$ cat config.mk
export PLATFORM = sky130hd
export DESIGN_NAME = jcr_top
export DESIGN_NICKNAME = d
export VERILOG_FILES = /design/src/jcr_pkg.sv /design/src/jcr_sync.sv /design/src/jcr_buf.sv /design/src/jcr_top.sv
export SDC_FILE = /design/constraint.sdc
export NUM_CORES = 1
export LEC_CHECK = 0
export ABC_AREA = 0
export BUFFER_PORTS_ARGS = -buffer_cell sky130_fd_sc_hd__buf_4
export CORE_ASPECT_RATIO = 1.1
export CORE_UTILIZATION = 58
export CTS_CLUSTER_SIZE = 12
export DETAILED_ROUTE_END_ITERATION = 10
export GPL_TIMING_DRIVEN = 0
export PLACE_DENSITY_LB_ADDON = 0.05
export SLEW_MARGIN = 30
export SYNTH_ARGS = -nofsm -noshare
export SYNTH_HDL_FRONTEND = slang
export SYNTH_HIERARCHICAL = 1
export SYNTH_SLANG_ARGS = --single-unit
$ cat constraint.sdc
create_clock -name ref_clk -period 5.8 [get_ports ref_clk]
set_clock_uncertainty 0.2 [all_clocks]
set_input_delay 0.29 -clock ref_clk [delete_from_list [all_inputs] [get_ports ref_clk]]
set_output_delay 0.29 -clock ref_clk [all_outputs]
set_load 0.01 [all_outputs]
$ cat src/jcr_pkg.sv
// Purpose: Shared constants, types and the test-port state table for the
//          configuration readback block.
// Assumes: 16-bit configuration words, 6-bit instruction register.
// Notes:   Overview of the numbered behaviour follows.
//
// Overview of operation
// - Input instruction low bits 00101 shift LSB-first
// - Instruction MSB latched on Shift-IR exit
// - Status read packets shift in MSB first
// - Last packet LSB taken on Shift-DR exit
// - Output instruction 00100 loads like input one
// - Status shifts out on TDO, sixteen bits
// - Same packet parsing as parallel port
// - Frame readback emits one dummy frame first
// - Shutdown completes within 24 idle TCKs
// - Done output low during shutdown
package jcr_pkg;
   localparam logic [5:0]  INSTR_CFG_IN   = 6'h05;
   localparam logic [5:0]  INSTR_CFG_OUT  = 6'h04;
   localparam logic [5:0]  INSTR_SHUTDOWN = 6'h0d;
   localparam logic [5:0]  INSTR_BYPASS   = 6'h3f;
   localparam logic [5:0]  IR_CAPTURE     = 6'h01;
   localparam logic [15:0] SYNC_HI        = 16'haa99;
   localparam logic [15:0] SYNC_LO        = 16'h5566;
   localparam logic [15:0] CMD_READ_CFG   = 16'h0004;
   localparam logic [2:0]  PKT_TYPE1      = 3'h1;
   localparam logic [2:0]  PKT_TYPE2      = 3'h2;
   localparam logic [1:0]  OP_READ        = 2'h1;
   localparam logic [1:0]  OP_WRITE       = 2'h2;
   localparam logic [5:0]  REG_FRAME_OUT  = 6'h03;
   localparam logic [5:0]  REG_CMD        = 6'h05;
   localparam logic [5:0]  REG_STAT       = 6'h08;
   // Shutdown length in TCK cycles
   localparam logic [4:0]  SHUTDOWN_TCK   = 5'h18;
   localparam logic [3:0]  WORD_LAST      = 4'hf;
   localparam int          ST_SYNC        = 0;
   localparam int          ST_SHUT        = 1;
   localparam int          ST_DONE        = 2;
   localparam int          ST_READ_CFG    = 3;
   localparam int          ST_OVR         = 4;

   typedef enum logic [15:0] {
      TS_TLR      = 16'h0001,
      TS_RTI      = 16'h0002,
      TS_SEL_DR   = 16'h0004,
      TS_CAP_DR   = 16'h0008,
      TS_SHIFT_DR = 16'h0010,
      TS_EX1_DR   = 16'h0020,
      TS_PAUSE_DR = 16'h0040,
      TS_EX2_DR   = 16'h0080,
      TS_UPD_DR   = 16'h0100,
      TS_SEL_IR   = 16'h0200,
      TS_CAP_IR   = 16'h0400,
      TS_SHIFT_IR = 16'h0800,
      TS_EX1_IR   = 16'h1000,
      TS_PAUSE_IR = 16'h2000,
      TS_EX2_IR   = 16'h4000,
      TS_UPD_IR   = 16'h8000
   } jcr_tap_t;

   typedef enum logic [2:0] {
      PS_HUNT = 3'h1,
      PS_HDR  = 3'h2,
      PS_DATA = 3'h4
   } jcr_pst_t;

   typedef enum logic [1:0] {
      RS_STAT  = 2'h1,
      RS_FRAME = 2'h2
   } jcr_rsel_t;

   typedef struct packed {
      logic tck;
      logic tms;
      logic tdi;
   } jcr_pins_t;

   typedef struct packed {
      logic [2:0] ptype;
      logic [1:0] op;
      logic [5:0] addr;
      logic [4:0] cnt;
   } jcr_hdr_t;

   function automatic jcr_tap_t jcr_next_tap(input jcr_tap_t s, input logic tms);
      jcr_tap_t n;
      n = TS_TLR;
      case (s)
         TS_TLR:      n = tms ? TS_TLR : TS_RTI;
         TS_RTI:      n = tms ? TS_SEL_DR : TS_RTI;
         TS_SEL_DR:   n = tms ? TS_SEL_IR : TS_CAP_DR;
         TS_CAP_DR:   n = tms ? TS_EX1_DR : TS_SHIFT_DR;
         TS_SHIFT_DR: n = tms ? TS_EX1_DR : TS_SHIFT_DR;
         TS_EX1_DR:   n = tms ? TS_UPD_DR : TS_PAUSE_DR;
         TS_PAUSE_DR: n = tms ? TS_EX2_DR : TS_PAUSE_DR;
         TS_EX2_DR:   n = tms ? TS_UPD_DR : TS_SHIFT_DR;
         TS_UPD_DR:   n = tms ? TS_SEL_DR : TS_RTI;
         TS_SEL_IR:   n = tms ? TS_TLR : TS_CAP_IR;
         TS_CAP_IR:   n = tms ? TS_EX1_IR : TS_SHIFT_IR;
         TS_SHIFT_IR: n = tms ? TS_EX1_IR : TS_SHIFT_IR;
         TS_EX1_IR:   n = tms ? TS_UPD_IR : TS_PAUSE_IR;
         TS_PAUSE_IR: n = tms ? TS_EX2_IR : TS_PAUSE_IR;
         TS_EX2_IR:   n = tms ? TS_UPD_IR : TS_SHIFT_IR;
         TS_UPD_IR:   n = tms ? TS_SEL_DR : TS_RTI;
         default:     n = TS_TLR;
      endcase
      return n;
   endfunction
endpackage

$ cat src/jcr_sync.sv
// Purpose: Two-flop synchroniser for the test-port pins.
// Assumes: Inputs are asynchronous to clk.
// Notes:   Only the second stage is visible outside.
module jcr_sync #(
   parameter int W = 3
) (
   input  wire logic         clk,
   input  wire logic         rst_n,
   input  wire logic [W-1:0] din,
   output logic      [W-1:0] dout
);
   typedef struct packed {
      logic [W-1:0] s1;
      logic [W-1:0] s2;
   } jcr_sync_t;

   jcr_sync_t st_ff;
   jcr_sync_t nxt_st;

   always_comb begin
      nxt_st    = st_ff;
      nxt_st.s1 = din;
      nxt_st.s2 = st_ff.s1;
   end

   always_ff @(posedge clk or negedge rst_n) begin
      if (!rst_n) begin
         st_ff <= '0;
      end else begin
         st_ff <= nxt_st;
      end
   end

   assign dout = st_ff.s2;
endmodule // jcr_sync

$ cat src/jcr_buf.sv
// Purpose: Two-entry word buffer between the shift path and the parser.
// Assumes: Single clock; valid/ready on both sides.
// Notes:   Read data come straight from the head register.
module jcr_buf #(
   parameter int WIDTH = 16
) (
   input  wire logic             clk,
   input  wire logic             rst_n,
   input  wire logic             in_valid,
   input  wire logic [WIDTH-1:0] in_data,
   output logic                  in_ready,
   output logic                  out_valid,
   output logic      [WIDTH-1:0] out_data,
   input  wire logic             out_ready
);
   typedef struct packed {
      logic             head_v;
      logic [WIDTH-1:0] head_d;
      logic             spare_v;
      logic [WIDTH-1:0] spare_d;
   } jcr_buf_t;

   jcr_buf_t st_ff;
   jcr_buf_t nxt_st;

   always_comb begin
      nxt_st = st_ff;
      if (st_ff.head_v && out_ready) begin
         nxt_st.head_v = 1'h0;
         if (st_ff.spare_v) begin
            nxt_st.head_d  = st_ff.spare_d;
            nxt_st.head_v  = 1'h1;
            nxt_st.spare_v = 1'h0;
         end
      end
      if (in_valid && !st_ff.spare_v) begin
         if (!nxt_st.head_v) begin
            nxt_st.head_d = in_data;
            nxt_st.head_v = 1'h1;
         end else begin
            nxt_st.spare_d = in_data;
            nxt_st.spare_v = 1'h1;
         end
      end
   end

   always_ff @(posedge clk or negedge rst_n) begin
      if (!rst_n) begin
         st_ff <= '0;
      end else begin
         st_ff <= nxt_st;
      end
   end

   // Full means the spare slot is taken; the head may still drain
   assign in_ready  = !st_ff.spare_v;
   assign out_valid = st_ff.head_v;
   assign out_data  = st_ff.head_d;
endmodule // jcr_buf

$ cat src/jcr_top.sv
// Purpose: Test-port configuration loader with status and frame readback.
// Assumes: TCK is sampled by ref_clk, at least 4 ref_clk per TCK phase.
// Notes:   TDO changes on TCK fall; TDI and TMS are taken on TCK rise.
module jcr_top #(
   parameter logic [10:0] DUMMY_FRAME_WORDS = 11'h010
) (
   input  wire logic        ref_clk,
   input  wire logic        rst_n,
   input  wire logic        tck,
   input  wire logic        tms,
   input  wire logic        tdi,
   input  wire logic [15:0] frame_word,
   output logic             tdo,
   output logic             tdo_oe,
   output logic             done,
   output logic [15:0]      cmd_word,
   output logic             frame_req,
   output logic             sync_ok
);
   typedef struct packed {
      logic                tck_q;
      jcr_pkg::jcr_tap_t   tap;
      logic [5:0]          ir;
      logic [5:0]          ir_sh;
      logic [15:0]         dr_sh;
      logic [15:0]         out_sh;
      logic [3:0]          bit_cnt;
      logic [3:0]          out_cnt;
      logic                byp;
      logic                tdo;
      logic                tdo_oe;
      logic                done;
      logic [4:0]          sd_cnt;
      logic                sd_busy;
      logic                sd_done;
      jcr_pkg::jcr_pst_t   pst;
      logic                sync_prev;
      logic                sync_ok;
      logic [4:0]          wcnt;
      logic [5:0]          wreg;
      logic [15:0]         cmd;
      logic                read_cfg;
      jcr_pkg::jcr_rsel_t  rsel;
      logic [10:0]         dummy_left;
      logic                frame_req;
      logic                overrun;
      logic                push_v;
      logic [15:0]         push_d;
   } jcr_state_t;

   localparam jcr_state_t ST_RST = '{
      tap:     jcr_pkg::TS_TLR,
      ir:      jcr_pkg::INSTR_BYPASS,
      done:    1'h1,
      pst:     jcr_pkg::PS_HUNT,
      rsel:    jcr_pkg::RS_STAT,
      default: '0
   };

   jcr_state_t         st_ff;
   jcr_state_t         nxt_st;
   jcr_pkg::jcr_pins_t pins_raw;
   jcr_pkg::jcr_pins_t pins_s;
   jcr_pkg::jcr_hdr_t  hdr;
   logic               rise;
   logic               fall;
   logic               load_out;
   logic               buf_in_rdy;
   logic               wv;
   logic [15:0]        wd;
   logic               pk_rdy;
   logic               take;
   logic [15:0]        stat;

   assign pins_raw = '{tck: tck, tms: tms, tdi: tdi};

   jcr_sync #(.W(3)) jcr_sync_inst (
      .clk   (ref_clk),
      .rst_n (rst_n),
      .din   (pins_raw),
      .dout  (pins_s)
   );

   // Parser freezes during shutdown; words queue, then later words are dropped and set overrun
   assign pk_rdy = !st_ff.sd_busy;

   jcr_buf #(.WIDTH(16)) jcr_buf_inst (
      .clk       (ref_clk),
      .rst_n     (rst_n),
      .in_valid  (st_ff.push_v),
      .in_data   (st_ff.push_d),
      .in_ready  (buf_in_rdy),
      .out_valid (wv),
      .out_data  (wd),
      .out_ready (pk_rdy)
   );

   assign rise = pins_s.tck && !st_ff.tck_q;
   assign fall = !pins_s.tck && st_ff.tck_q;
   assign hdr  = wd;
   assign take = wv && pk_rdy;

   always_comb begin
      stat                   = '0;
      stat[jcr_pkg::ST_SYNC] = st_ff.sync_ok;
      stat[jcr_pkg::ST_SHUT] = st_ff.sd_busy;
      stat[jcr_pkg::ST_DONE] = st_ff.done;
      stat[jcr_pkg::ST_READ_CFG] = st_ff.read_cfg;
      stat[jcr_pkg::ST_OVR]  = st_ff.overrun;
   end

   always_comb begin
      nxt_st           = st_ff;
      load_out         = 1'h0;
      nxt_st.tck_q     = pins_s.tck;
      nxt_st.push_v    = 1'h0;
      nxt_st.frame_req = 1'h0;
      if (rise) begin
         nxt_st.tap = jcr_pkg::jcr_next_tap(st_ff.tap, pins_s.tms);
         case (st_ff.tap)
            jcr_pkg::TS_TLR: begin
               nxt_st.ir = jcr_pkg::INSTR_BYPASS;
            end
            jcr_pkg::TS_CAP_IR: begin
               nxt_st.ir_sh = jcr_pkg::IR_CAPTURE;
            end
            jcr_pkg::TS_SHIFT_IR: begin
               // Exit cycle still shifts, so the MSB lands with TMS high
               nxt_st.ir_sh = {pins_s.tdi, st_ff.ir_sh[5:1]};
            end
            jcr_pkg::TS_UPD_IR: begin
               nxt_st.ir = st_ff.ir_sh;
            end
            jcr_pkg::TS_CAP_DR: begin
               nxt_st.bit_cnt = '0;
               nxt_st.out_cnt = '0;
               nxt_st.byp     = 1'h0;
               load_out       = (st_ff.ir == jcr_pkg::INSTR_CFG_OUT);
            end
            jcr_pkg::TS_SHIFT_DR: begin
               if (st_ff.ir == jcr_pkg::INSTR_CFG_IN) begin
                  nxt_st.dr_sh   = {st_ff.dr_sh[14:0], pins_s.tdi};
                  nxt_st.bit_cnt = st_ff.bit_cnt + 4'h1;
                  if (st_ff.bit_cnt == jcr_pkg::WORD_LAST) begin
                     nxt_st.push_v = 1'h1;
                     nxt_st.push_d = {st_ff.dr_sh[14:0], pins_s.tdi};
                  end
               end else if (st_ff.ir == jcr_pkg::INSTR_CFG_OUT) begin
                  nxt_st.out_sh  = {st_ff.out_sh[14:0], 1'h0};
                  nxt_st.out_cnt = st_ff.out_cnt + 4'h1;
                  load_out       = (st_ff.out_cnt == jcr_pkg::WORD_LAST);
               end else begin
                  nxt_st.byp = pins_s.tdi;
               end
            end
            jcr_pkg::TS_RTI: begin
               if (st_ff.ir == jcr_pkg::INSTR_SHUTDOWN && !st_ff.sd_done) begin
                  nxt_st.sd_busy = 1'h1;
                  if (st_ff.sd_cnt == jcr_pkg::SHUTDOWN_TCK - 5'h01) begin
                     nxt_st.sd_busy = 1'h0;
                     nxt_st.sd_done = 1'h1;
                  end else begin
                     nxt_st.sd_cnt = st_ff.sd_cnt + 5'h01;
                  end
               end
            end
            // Other states leave all shift and config state untouched
            default: begin
               nxt_st.tap = nxt_st.tap;
            end
         endcase
      end
      if (fall) begin
         nxt_st.tdo_oe = 1'h0;
         if (st_ff.tap == jcr_pkg::TS_SHIFT_IR) begin
            nxt_st.tdo_oe = 1'h1;
            nxt_st.tdo    = st_ff.ir_sh[0];
         end else if (st_ff.tap == jcr_pkg::TS_SHIFT_DR) begin
            nxt_st.tdo_oe = 1'h1;
            if (st_ff.ir == jcr_pkg::INSTR_CFG_OUT) begin
               nxt_st.tdo = st_ff.out_sh[15];
            end else if (st_ff.ir == jcr_pkg::INSTR_CFG_IN) begin
               nxt_st.tdo = st_ff.dr_sh[15];
            end else begin
               nxt_st.tdo = st_ff.byp;
            end
         end
      end
      if (load_out) begin
         if (st_ff.rsel == jcr_pkg::RS_FRAME) begin
            if (st_ff.dummy_left != 11'h000) begin
               // Frame buffer is empty on the first pass, so zeros go first
               nxt_st.out_sh     = '0;
               nxt_st.dummy_left = st_ff.dummy_left - 11'h001;
            end else begin
               nxt_st.out_sh    = frame_word;
               nxt_st.frame_req = 1'h1;
            end
         end else begin
            nxt_st.out_sh = stat;
         end
      end
      if (st_ff.push_v && !buf_in_rdy) begin
         nxt_st.overrun = 1'h1;
      end
      if (take) begin
         case (st_ff.pst)
            jcr_pkg::PS_HUNT: begin
               nxt_st.sync_prev = (wd == jcr_pkg::SYNC_HI);
               if (st_ff.sync_prev && wd == jcr_pkg::SYNC_LO) begin
                  nxt_st.sync_ok = 1'h1;
                  nxt_st.pst     = jcr_pkg::PS_HDR;
               end
            end
            jcr_pkg::PS_HDR: begin
               if (hdr.ptype == jcr_pkg::PKT_TYPE1 && hdr.op == jcr_pkg::OP_WRITE
                   && hdr.cnt != 5'h00) begin
                  nxt_st.wcnt = hdr.cnt;
                  nxt_st.wreg = hdr.addr;
                  nxt_st.pst  = jcr_pkg::PS_DATA;
               end else if (hdr.op == jcr_pkg::OP_READ) begin
                  if (hdr.ptype == jcr_pkg::PKT_TYPE2 ||
                      (hdr.ptype == jcr_pkg::PKT_TYPE1 &&
                       hdr.addr == jcr_pkg::REG_FRAME_OUT)) begin
                     nxt_st.rsel       = jcr_pkg::RS_FRAME;
                     nxt_st.dummy_left = DUMMY_FRAME_WORDS;
                  end else if (hdr.ptype == jcr_pkg::PKT_TYPE1 &&
                               hdr.addr == jcr_pkg::REG_STAT) begin
                     nxt_st.rsel = jcr_pkg::RS_STAT;
                  end
               end
            end
            jcr_pkg::PS_DATA: begin
               if (st_ff.wreg == jcr_pkg::REG_CMD) begin
                  nxt_st.cmd = wd;
                  if (wd == jcr_pkg::CMD_READ_CFG) begin
                     nxt_st.read_cfg = 1'h1;
                  end
               end
               nxt_st.wcnt = st_ff.wcnt - 5'h01;
               if (st_ff.wcnt == 5'h01) begin
                  nxt_st.pst = jcr_pkg::PS_HDR;
               end
            end
            default: begin
               nxt_st.pst = jcr_pkg::PS_HUNT;
            end
         endcase
      end
      nxt_st.done = !(nxt_st.sd_busy || nxt_st.sd_done);
   end

   always_ff @(posedge ref_clk or negedge rst_n) begin
      if (!rst_n) begin
         st_ff <= ST_RST;
      end else begin
         st_ff <= nxt_st;
      end
   end

   assign tdo       = st_ff.tdo;
   assign tdo_oe    = st_ff.tdo_oe;
   assign done      = st_ff.done;
   assign cmd_word  = st_ff.cmd;
   assign frame_req = st_ff.frame_req;
   assign sync_ok   = st_ff.sync_ok;
endmodule // jcr_top

==> Implementation_results.wiki, run 1 <==
{| class="wikitable"
! Metric !! Value
|-
| Status || finished clean
|-
| # resized after CTS || 0
|-
| Ys async rst share || 1.00
|-
| Syn nets || 896
|-
| DRC violations left || 0
|-
| Crit path cell chain || buf_4 -> or4b_2 -> o32ai_1 -> nand3_1 -> clkbuf_1 -> o311ai_0 -> o41ai_2
|-
| Via density || 5.94
|-
| Crit share post-route || 0.520
|-
| DIE WIDTH || 122 µm
|-
| Final worst hold slack || 0.0198 ns
|-
| Worst Setup Path Type || reg -> reg
|-
| Cell Area, Synth || 0.00916 mm²
|-
| Ratio of cells with drive above 1 in the final layout || 0.225
|-
| Filler Cells Inserted || 1,132
|-
| Upper clock frequency limit || 332 MHz
|-
| Initial Utilization || 0.601
|-
| Largest delay share family, worst path || simple AND/OR/NAND/NOR gates
|-
| Minimum clock period || 3.01 ns
|-
| Capturing element type of the critical path || flip-flop
|-
| Post-synthesis register bit count || 185
|-
| Total count of max-transition violations in the final report || 0
|-
| Worst rel slew slack || 0.440
|-
| Antenna Nets Post-Route || 0
|-
| Highest cell delay on the worst timing path || 0.66 ns
|-
| Total via count in the routed design || 6,865
|-
| Worst path arrival time || 3.10 ns
|-
| Root buffer cell || sky130_fd_sc_hd__clkbuf_16
|-
| Post-synthesis sequential area ratio || 0.507
|-
| N_diodes || 0
|-
| Count of non-filler cells in the finished layout || 1,155
|-
| Vias in the first global route || 6,663
|-
| Distinct cell type count of the synthesized netlist || 77
|-
| Core Rows || 47
|-
| Clock latency of the later-clocked register in the worst-skew pair || 0.43 ns
|-
| Max capacitance violation total || 0
|-
| # port buffers || 41
|-
| Overall Global Routing Usage || 0.254
|-
| Element type at the critical path start || flip-flop
|-
| Net switching power || 653 µW
|-
| Internal Dissipation || 2070 µW
|-
| Commonest register cell after synthesis || sky130_fd_sc_hd__dfrtp_1
|-
| Sink count of the clock tree || 185
|-
| Combined buffer and inverter count along the critical path || 2
|-
| Maximum number of pins on one net before global-route repair || 94
|-
| Wire length after detailed routing || 19.5 mm
|-
| Maximum fanout count along the critical path || 10
|-
| Post-detailed-placement half-perimeter wirelength || 13.8 mm
|-
| Total power per unit cell area || 258 mW/mm²
|-
| Number of enable-type register cells in the synthesized netlist || 0
|-
| Die Y-Extent || 134 µm
|-
| Global route total overflow || 0
|-
| Antenna violations before repair || 0
|-
| Combinational cell fraction of total power || 0.078
|-
| Critical Path RT || 5.89 ns
|-
| Maximum buffer depth of the clock tree || 2
|-
| Total Negative Setup Slacks || 0 ns
|-
| Number of DRC violations after detailed-routing iteration 0 || 616
|-
| Avg WL per Cell || 16.9 µm
|-
| Setup Fix Bufs, Post-CTS || 0
|-
| Number of buffers created by CTS || 17
|-
| Switch share || 0.240
|-
| Static Leak || 0.00503 µW
|-
| Std-Cell Core Area || 0.0152 mm²
|-
| Master of the slowest instance on the critical path || sky130_fd_sc_hd__or4b_2
|-
| Mean instance size in the synthesized netlist || 10.6 µm²
|-
| Post-synthesis instance total || 868
|-
| CTS tree || built
|-
| HP Class || in -> reg
|-
| Clock Pin Slew Worst Setup and Hold Paths || 0.07 ns
|-
| Yosys warning count || 6
|-
| Number of endpoints with negative hold slack in the final report || 0
|-
| Total placed cells including tap cells || 1,107
|-
| Peak ir drop on the vdd network || 0.000215 V
|-
| Count of final setup violators || 0
|-
| Area overhead of the layout relative to synthesis || 15.1%
|-
| Transition time at the pin with the least slew margin || 0.832 ns
|-
| Sequential Power Share || 0.489
|-
| Unrepaired setup endpoints after global routing || no
|-
| Global-route wire length before repair || 32.6 mm
|-
| First-pass iteration count of the detailed router || 5
|-
| Cell type with the largest total area after synthesis || sky130_fd_sc_hd__dfrtp_1
|-
| Main area contributors after synthesis || sky130_fd_sc_hd__dfrtp_1 48%, sky130_fd_sc_hd__nand2_1 5.1%, sky130_fd_sc_hd__mux2_2 5.0%, sky130_fd_sc_hd__buf_4 3.0%, sky130_fd_sc_hd__dfstp_2 2.9%
|-
| Gpl congestion || 0.907
|-
| IO Count || 42
|-
| H-tree Lvls || 4
|-
| Area of the die || 0.0163 mm²
|-
| Area share of the leading cell type in the synthesized netlist || 0.478
|-
| Number of nets in the finished design || 974
|-
| Clock network fraction of design power || 0.433
|}
-- power groups by stage --
stage	clock network (µW)	registers (µW)	logic, µW
detailed placement	0	1350	200
floorplan	0	1350	125
global placement	0	1350	190
global route	1250	1330	237
CTS	1200	1330	209
finish	1180	1330	212
-- sequential cells by signal, summed over array words and instances (netlist names) --
name                    cells
cmd_word                   16
tdo_oe                      1
jcr_buf_inst/out_data      16
jcr_buf_inst/st_ff         17
jcr_sync_inst/dout          3
tdo                         1
done                        1
frame_req                   1
jcr_buf_inst/out_valid      1
sync_ok                     1
jcr_sync_inst/nxt_st        3
st_ff                     124
-- what timing repair did --
action                                  in CTS  in global routing
endpoints found under the hold margin      100                  0
hold buffers                                16                  0
endpoints found under the setup margin       0                  0
-- worst paths after layout --
| kind | start | endpoint | slack (ns) | cells after the start |
|---|---|---|---|---|
| worst max-delay path | jcr_buf_inst/out_data[7]$_DFF_PN0_ | st_ff[27]$_DFF_PN0_ | 2.79 | 7 |
| worst min-delay path | frame_word[2] | st_ff[86]$_DFFE_PN0P_ | 0.02 | 3 |
| worst max register to register | jcr_buf_inst/out_data[7]$_DFF_PN0_ | st_ff[27]$_DFF_PN0_ | 2.79 | 7 |
| worst min register to register | jcr_sync_inst/nxt_st[0]$_DFF_PN0_ | jcr_sync_inst/dout[0]$_DFF_PN0_ | 0.15 | 0 |
| max in group asynchronous | rst_n | jcr_buf_inst/st_ff[13]$_DFFE_PN0P_ | 4.21 | 4 |
| min in group asynchronous | rst_n | frame_req$_DFF_PN0_ | 0.14 | 2 |
-- worst min-delay path: stages --
cell and delay (ns):
sky130_fd_sc_hd__buf_4 0.09, sky130_fd_sc_hd__a22oi_1 0.06, sky130_fd_sc_hd__mux2i_1 0.15
-- layout by cell type, fill, tap and decap left out, types with 5 or more instances in the layout --
master / instances
sky130_fd_sc_hd__and3_1: 5
sky130_fd_sc_hd__o41ai_1: 6
sky130_fd_sc_hd__nand4_1: 15
sky130_fd_sc_hd__buf_4: 76
sky130_fd_sc_hd__nor3_1: 27
sky130_fd_sc_hd__o21ai_0: 30
sky130_fd_sc_hd__mux2i_1: 10
sky130_fd_sc_hd__a21o_1: 15
sky130_fd_sc_hd__a22o_1: 12
sky130_fd_sc_hd__or3_1: 7
sky130_fd_sc_hd__nor2_1: 47
sky130_fd_sc_hd__a31oi_1: 23
sky130_fd_sc_hd__dfstp_2: 10
sky130_fd_sc_hd__nor2b_1: 6
sky130_fd_sc_hd__a22oi_1: 8
sky130_fd_sc_hd__mux2_4: 10
sky130_fd_sc_hd__inv_1: 21
sky130_fd_sc_hd__xnor2_1: 7
sky130_fd_sc_hd__a21oi_1: 21
sky130_fd_sc_hd__mux2_2: 41
sky130_fd_sc_hd__nor4_1: 9
sky130_fd_sc_hd__nor4_4: 5
sky130_fd_sc_hd__or4_1: 7
sky130_fd_sc_hd__buf_2: 12
sky130_fd_sc_hd__nand2b_1: 12
sky130_fd_sc_hd__xor2_1: 5
sky130_fd_sc_hd__o22ai_1: 7
sky130_fd_sc_hd__dlygate4sd3_1: 16
sky130_fd_sc_hd__dfrtp_1: 175
sky130_fd_sc_hd__or2_2: 5
sky130_fd_sc_hd__clkbuf_16: 17
sky130_fd_sc_hd__clkbuf_1: 27
sky130_fd_sc_hd__o31ai_1: 12
sky130_fd_sc_hd__nor4b_1: 9
sky130_fd_sc_hd__ha_1: 7
sky130_fd_sc_hd__nand2_1: 124
sky130_fd_sc_hd__nand3_1: 20
-- per-stage QoR --
stage / total power, µW / setup slack (ns) / area (µm²) / util
global route: 2810 / 2.66 / 10500 / 0.692
global placement: 1540 / 2.88 / 9710 / 0.638
floorplan: 1470 / 3.22 / 9160 / -
CTS: 2730 / 2.85 / 10500 / 0.692
detailed placement: 1550 / 2.84 / 9780 / 0.642
finish: 2720 / 2.79 / 10500 / 0.692
-- synthesized netlist by cell type (4+ instances only) --
library cell and count:
sky130_fd_sc_hd__a22o_1 12, sky130_fd_sc_hd__nor3b_1 4, sky130_fd_sc_hd__buf_2 12, sky130_fd_sc_hd__a22oi_1 8, sky130_fd_sc_hd__clkbuf_1 26, sky130_fd_sc_hd__buf_6 4, sky130_fd_sc_hd__o311ai_0 4, sky130_fd_sc_hd__dfstp_2 10
sky130_fd_sc_hd__nand2b_1 12, sky130_fd_sc_hd__nor2_1 47, sky130_fd_sc_hd__nor4_1 9, sky130_fd_sc_hd__buf_4 36, sky130_fd_sc_hd__nor4b_1 9, sky130_fd_sc_hd__o41ai_1 6, sky130_fd_sc_hd__a21o_1 15, sky130_fd_sc_hd__or4_1 7
sky130_fd_sc_hd__or3_1 7, sky130_fd_sc_hd__o21ai_0 30, sky130_fd_sc_hd__dfrtp_1 175, sky130_fd_sc_hd__ha_1 7, sky130_fd_sc_hd__nand3_1 20, sky130_fd_sc_hd__a21oi_1 21, sky130_fd_sc_hd__nand4_1 15, sky130_fd_sc_hd__mux2_4 10
sky130_fd_sc_hd__nor3_1 27, sky130_fd_sc_hd__nand2_1 124, sky130_fd_sc_hd__mux2_1 4, sky130_fd_sc_hd__inv_1 21, sky130_fd_sc_hd__and3_1 5, sky130_fd_sc_hd__xnor2_1 7, sky130_fd_sc_hd__nor4_4 5, sky130_fd_sc_hd__xor2_1 5
sky130_fd_sc_hd__mux2i_1 10, sky130_fd_sc_hd__mux2_2 41, sky130_fd_sc_hd__a31oi_1 23, sky130_fd_sc_hd__o31ai_1 12, sky130_fd_sc_hd__o22ai_1 7, sky130_fd_sc_hd__or2_2 5, sky130_fd_sc_hd__nor2b_1 6
-- cells by family after synthesis --
family,synth area share
buf+inv,0.0624
fa+ha+maj,0.00956
simple gates,0.203
xor+xnor,0.0115
flops,0.507
mux,0.0826
compound gates,0.124
-- routing by layer --
| metal | GRT usage | wire [µm] |
|---|---|---|
| met1 | 0.365 | 9260 |
| met2 | 0.394 | 9310 |
| met3 | 0.0421 | 648 |
| met4 | 0.0789 | 279 |
| met5 | 0 | 0 |
-- layout make-up --
class | count | area [µm²] | area share
repair buffers | 59 | 531 | 0.0503
inverters | 21 | 78.8 | 0.00748
clock buffers | 21 | 470 | 0.0446
multi-input cells | 583 | 3950 | 0.374
flip-flops and latches | 185 | 4640 | 0.440
clock inverters | 11 | 134 | 0.0127
plain buffers | 79 | 493 | 0.0468
well taps | 196 | 245 | 0.0233
Power figures use the tool's default switching activity.
==> run 2: changes to the inputs <==
--- a/config.mk
+++ b/config.mk
@@ -8,7 +8,7 @@
 export ABC_AREA = 0
 export BUFFER_PORTS_ARGS = -buffer_cell sky130_fd_sc_hd__buf_4
 export CORE_ASPECT_RATIO = 1.1
-export CORE_UTILIZATION = 58
+export CORE_UTILIZATION = 56
 export CTS_CLUSTER_SIZE = 12
 export DETAILED_ROUTE_END_ITERATION = 10
 export GPL_TIMING_DRIVEN = 0
==> constraint.sdc (replaced) <==
create_clock -name ref_clk -period 2.56 [get_ports ref_clk]
set_clock_uncertainty 0.2 [all_clocks]
set_input_delay 0.128 -clock ref_clk [delete_from_list [all_inputs] [get_ports ref_clk]]
set_output_delay 0.128 -clock ref_clk [all_outputs]
set_load 0.01 [all_outputs]
==> run 2 against run 1 <==
Compared with the run above: the run now ends with negative hold slack, negative setup slack left; cell count up 3.4%; die area up 3.5%; worst setup slack worse by 2.9 ns; clock-buffer cell count down 2; register-to-register slack worse by 2.9 ns; sequential power up 130%; combinational power rose to 2.8 times the previous value; hold slack worse by 0.029 ns; largest cell class unchanged; final area up 5.7%.
==> Implementation_results.wiki, run 2 (synthesis gave the netlist of run 1 again) <==
{| class="wikitable"
! Metric !! Value
|-
| Status || finished, violations left
|-
| Failing checks || negative hold slack, negative setup slack
|-
| Area of the die || 0.0169 mm²
|-
| Number of DRC violations after detailed-routing iteration 0 || 603
|-
| Element type at the critical path start || flip-flop
|-
| Initial Utilization || 0.578
|-
| N_diodes || 0
|-
| Peak ir drop on the vdd network || 0.000464 V
|-
| Critical Path RT || 2.73 ns
|-
| Maximum fanout count along the critical path || 5
|-
| Final worst hold slack || -0.00949 ns
|-
| Number of nets in the finished design || 1,009
|-
| Worst R2R Setup Slack || -0.09 ns
|-
| Sink count of the clock tree || 185
|-
| Via density || 5.95
|-
| HP Class || in -> async
|-
| Die Y-Extent || 136 µm
|-
| Antenna Nets Post-Route || 0
|-
| Static Leak || 0.00532 µW
|-
| Avg WL per Cell || 17.2 µm
|-
| Core Rows || 48
|-
| Largest register FFs || 124
|-
| Total count of max-transition violations in the final report || 0
|-
| Largest reg by FF count || st_ff
|-
| H-tree Lvls || 4
|-
| DRC violations left || 0
|-
| Total power per unit cell area || 555 mW/mm²
|-
| Switch share || 0.252
|-
| First-pass iteration count of the detailed router || 6
|-
| Setup WS post-layout || -0.0937 ns
|-
| CTS tree || built
|-
| Antenna violations before repair || 0
|-
| Most frequent standard cell in the layout excluding fill and tap cells || sky130_fd_sc_hd__dfrtp_1
|-
| Total via count in the routed design || 7,101
|-
| Transition time at the pin with the least slew margin || 0.771 ns
|-
| Global route total overflow || 0
|-
| Worst Setup Path Type || reg -> reg
|-
| Post-place setup slack || -0.420 ns
|-
| DIE WIDTH || 124 µm
|-
| Max capacitance violation total || 0
|-
| Root buffer cell || sky130_fd_sc_hd__clkbuf_16
|-
| Largest registers in the final layout || st_ff: 124 flops, jcr_buf_inst/st_ff: 17 flops
|-
| # port buffers || 41
|-
| Unrepaired setup endpoints after global routing || yes
|-
| Maximum buffer depth of the clock tree || 2
|-
| Upper clock frequency limit || 377 MHz
|-
| Count of final setup violators || 14
|-
| Number of endpoints with negative hold slack in the final report || 2
|-
| Area overhead of the layout relative to synthesis || 21.6%
|-
| Vias in the first global route || 6,949
|-
| Ratio of cells with drive above 1 in the final layout || 0.296
|-
| Worst rel slew slack || 0.482
|-
| Clock Pin Slew Worst Setup and Hold Paths || 0.07 ns
|-
| Post-detailed-placement half-perimeter wirelength || 13.9 mm
|-
| Clock latency of the later-clocked register in the worst-skew pair || 0.43 ns
|-
| Minimum clock period || 2.65 ns
|-
| Std-Cell Core Area || 0.0159 mm²
|-
| Overall power after layout || 6190 µW
|-
| Combinational cell fraction of total power || 0.097
|-
| Wire length after detailed routing || 20.5 mm
|-
| Global-route wire length before repair || 33.5 mm
|-
| Gpl congestion || 0.891
|-
| Commonest non-fill, non-tap cells in the layout || 168 x sky130_fd_sc_hd__dfrtp_1, 123 x sky130_fd_sc_hd__nand2_1, 113 x sky130_fd_sc_hd__buf_4
|-
| Worst path arrival time || 2.83 ns
|-
| Capturing element type of the critical path || flip-flop
|-
| Number of buffers created by CTS || 17
|-
| Crit share post-route || 1.04
|-
| Net switching power || 1560 µW
|-
| Overall Global Routing Usage || 0.254
|-
| Internal Dissipation || 4630 µW
|-
| Maximum number of pins on one net before global-route repair || 80
|-
| Sequential Power Share || 0.488
|-
| IO Count || 42
|-
| Clock network fraction of design power || 0.415
|}
==> run 2: changes by cell type in the layout (fill, tap and decap cells not counted), sizes merged <==
cell and change:
clkinvlp +1, buf +37, inv +2, dlygate4sd3 +4
clkbuf -8, bufinv -1
==> run 2: per-stage QoR <==
stage	instances	utilization	TNS, ns	cell area [µm²]
final	1194	0.703	-0.571	11100
after global routing	1194	0.703	-3.31	11100
after CTS	1180	0.687	-0.461	10900
after detailed placement	1111	0.617	-14.98	9790
after global placement	1109	0.613	-11.69	9730
after floorplan	868	-	0	9170
==> run 2: cell type report <==
| cell class | count | area, µm² |
|---|---|---|
| fill | 1182 | 4710 |
| sequential | 185 | 4650 |
| multi-input combinational | 583 | 4200 |
| timing repair buffer | 100 | 848 |
| buffer | 73 | 536 |
| clock buffer | 19 | 443 |
| tap | 200 | 250 |
| clock inverter | 13 | 135 |
| inverter | 21 | 78.8 |
==> run 2: power groups by stage <==
| stage | clock [µW] | combinational (µW) | sequential, µW |
|---|---|---|---|
| floorplan | 0 | 283 | 3060 |
| global placement | 0 | 430 | 3060 |
| detailed placement | 0 | 452 | 3070 |
| CTS | 2610 | 526 | 3010 |
| global route | 2740 | 661 | 3020 |
| finish | 2570 | 601 | 3020 |
==> run 2: timing repair <==
action	CTS	global route
resized for setup	49	41
hold buffers	20	0
buffers inserted	20	16
pin swaps	13	9
gates cloned	1	0
endpoints found under the setup margin	82	63
endpoints found under the hold margin	201	0
==> run 2: worst paths after layout <==
kind | startpoint | endpoint | cells after the start
worst max register to register | st_ff[124]$_DFFE_PN1P_ | st_ff[99]$_DFFE_PN0P_ | 7
min in group ref_clk | tck | jcr_sync_inst/nxt_st[2]$_DFF_PN0_ | 2
worst max-delay path | st_ff[124]$_DFFE_PN1P_ | st_ff[99]$_DFFE_PN0P_ | 7
worst min-delay path | rst_n | frame_req$_DFF_PN0_ | 2
worst min register to register | jcr_sync_inst/nxt_st[1]$_DFF_PN0_ | jcr_sync_inst/dout[1]$_DFF_PN0_ | 0
max in group asynchronous | rst_n | done$_DFF_PN1_ | 3
==> run 2: per-layer routing <==
metal | GRT usage | part of all wire
met1 | 0.357 | 0.46
met2 | 0.394 | 0.47
met3 | 0.0428 | 0.045
met4 | 0.0946 | 0.020
met5 | 0 | 0
==> run 2: critical path, cell delays in order (launching register included) <==
cell	delay, ns
sky130_fd_sc_hd__dfstp_2	0.54
sky130_fd_sc_hd__or4b_4	0.49
sky130_fd_sc_hd__or4_4	0.52
sky130_fd_sc_hd__a2111oi_4	0.33
sky130_fd_sc_hd__buf_4	0.18
sky130_fd_sc_hd__buf_6	0.11
sky130_fd_sc_hd__a22o_1	0.13
sky130_fd_sc_hd__a21o_1	0.09
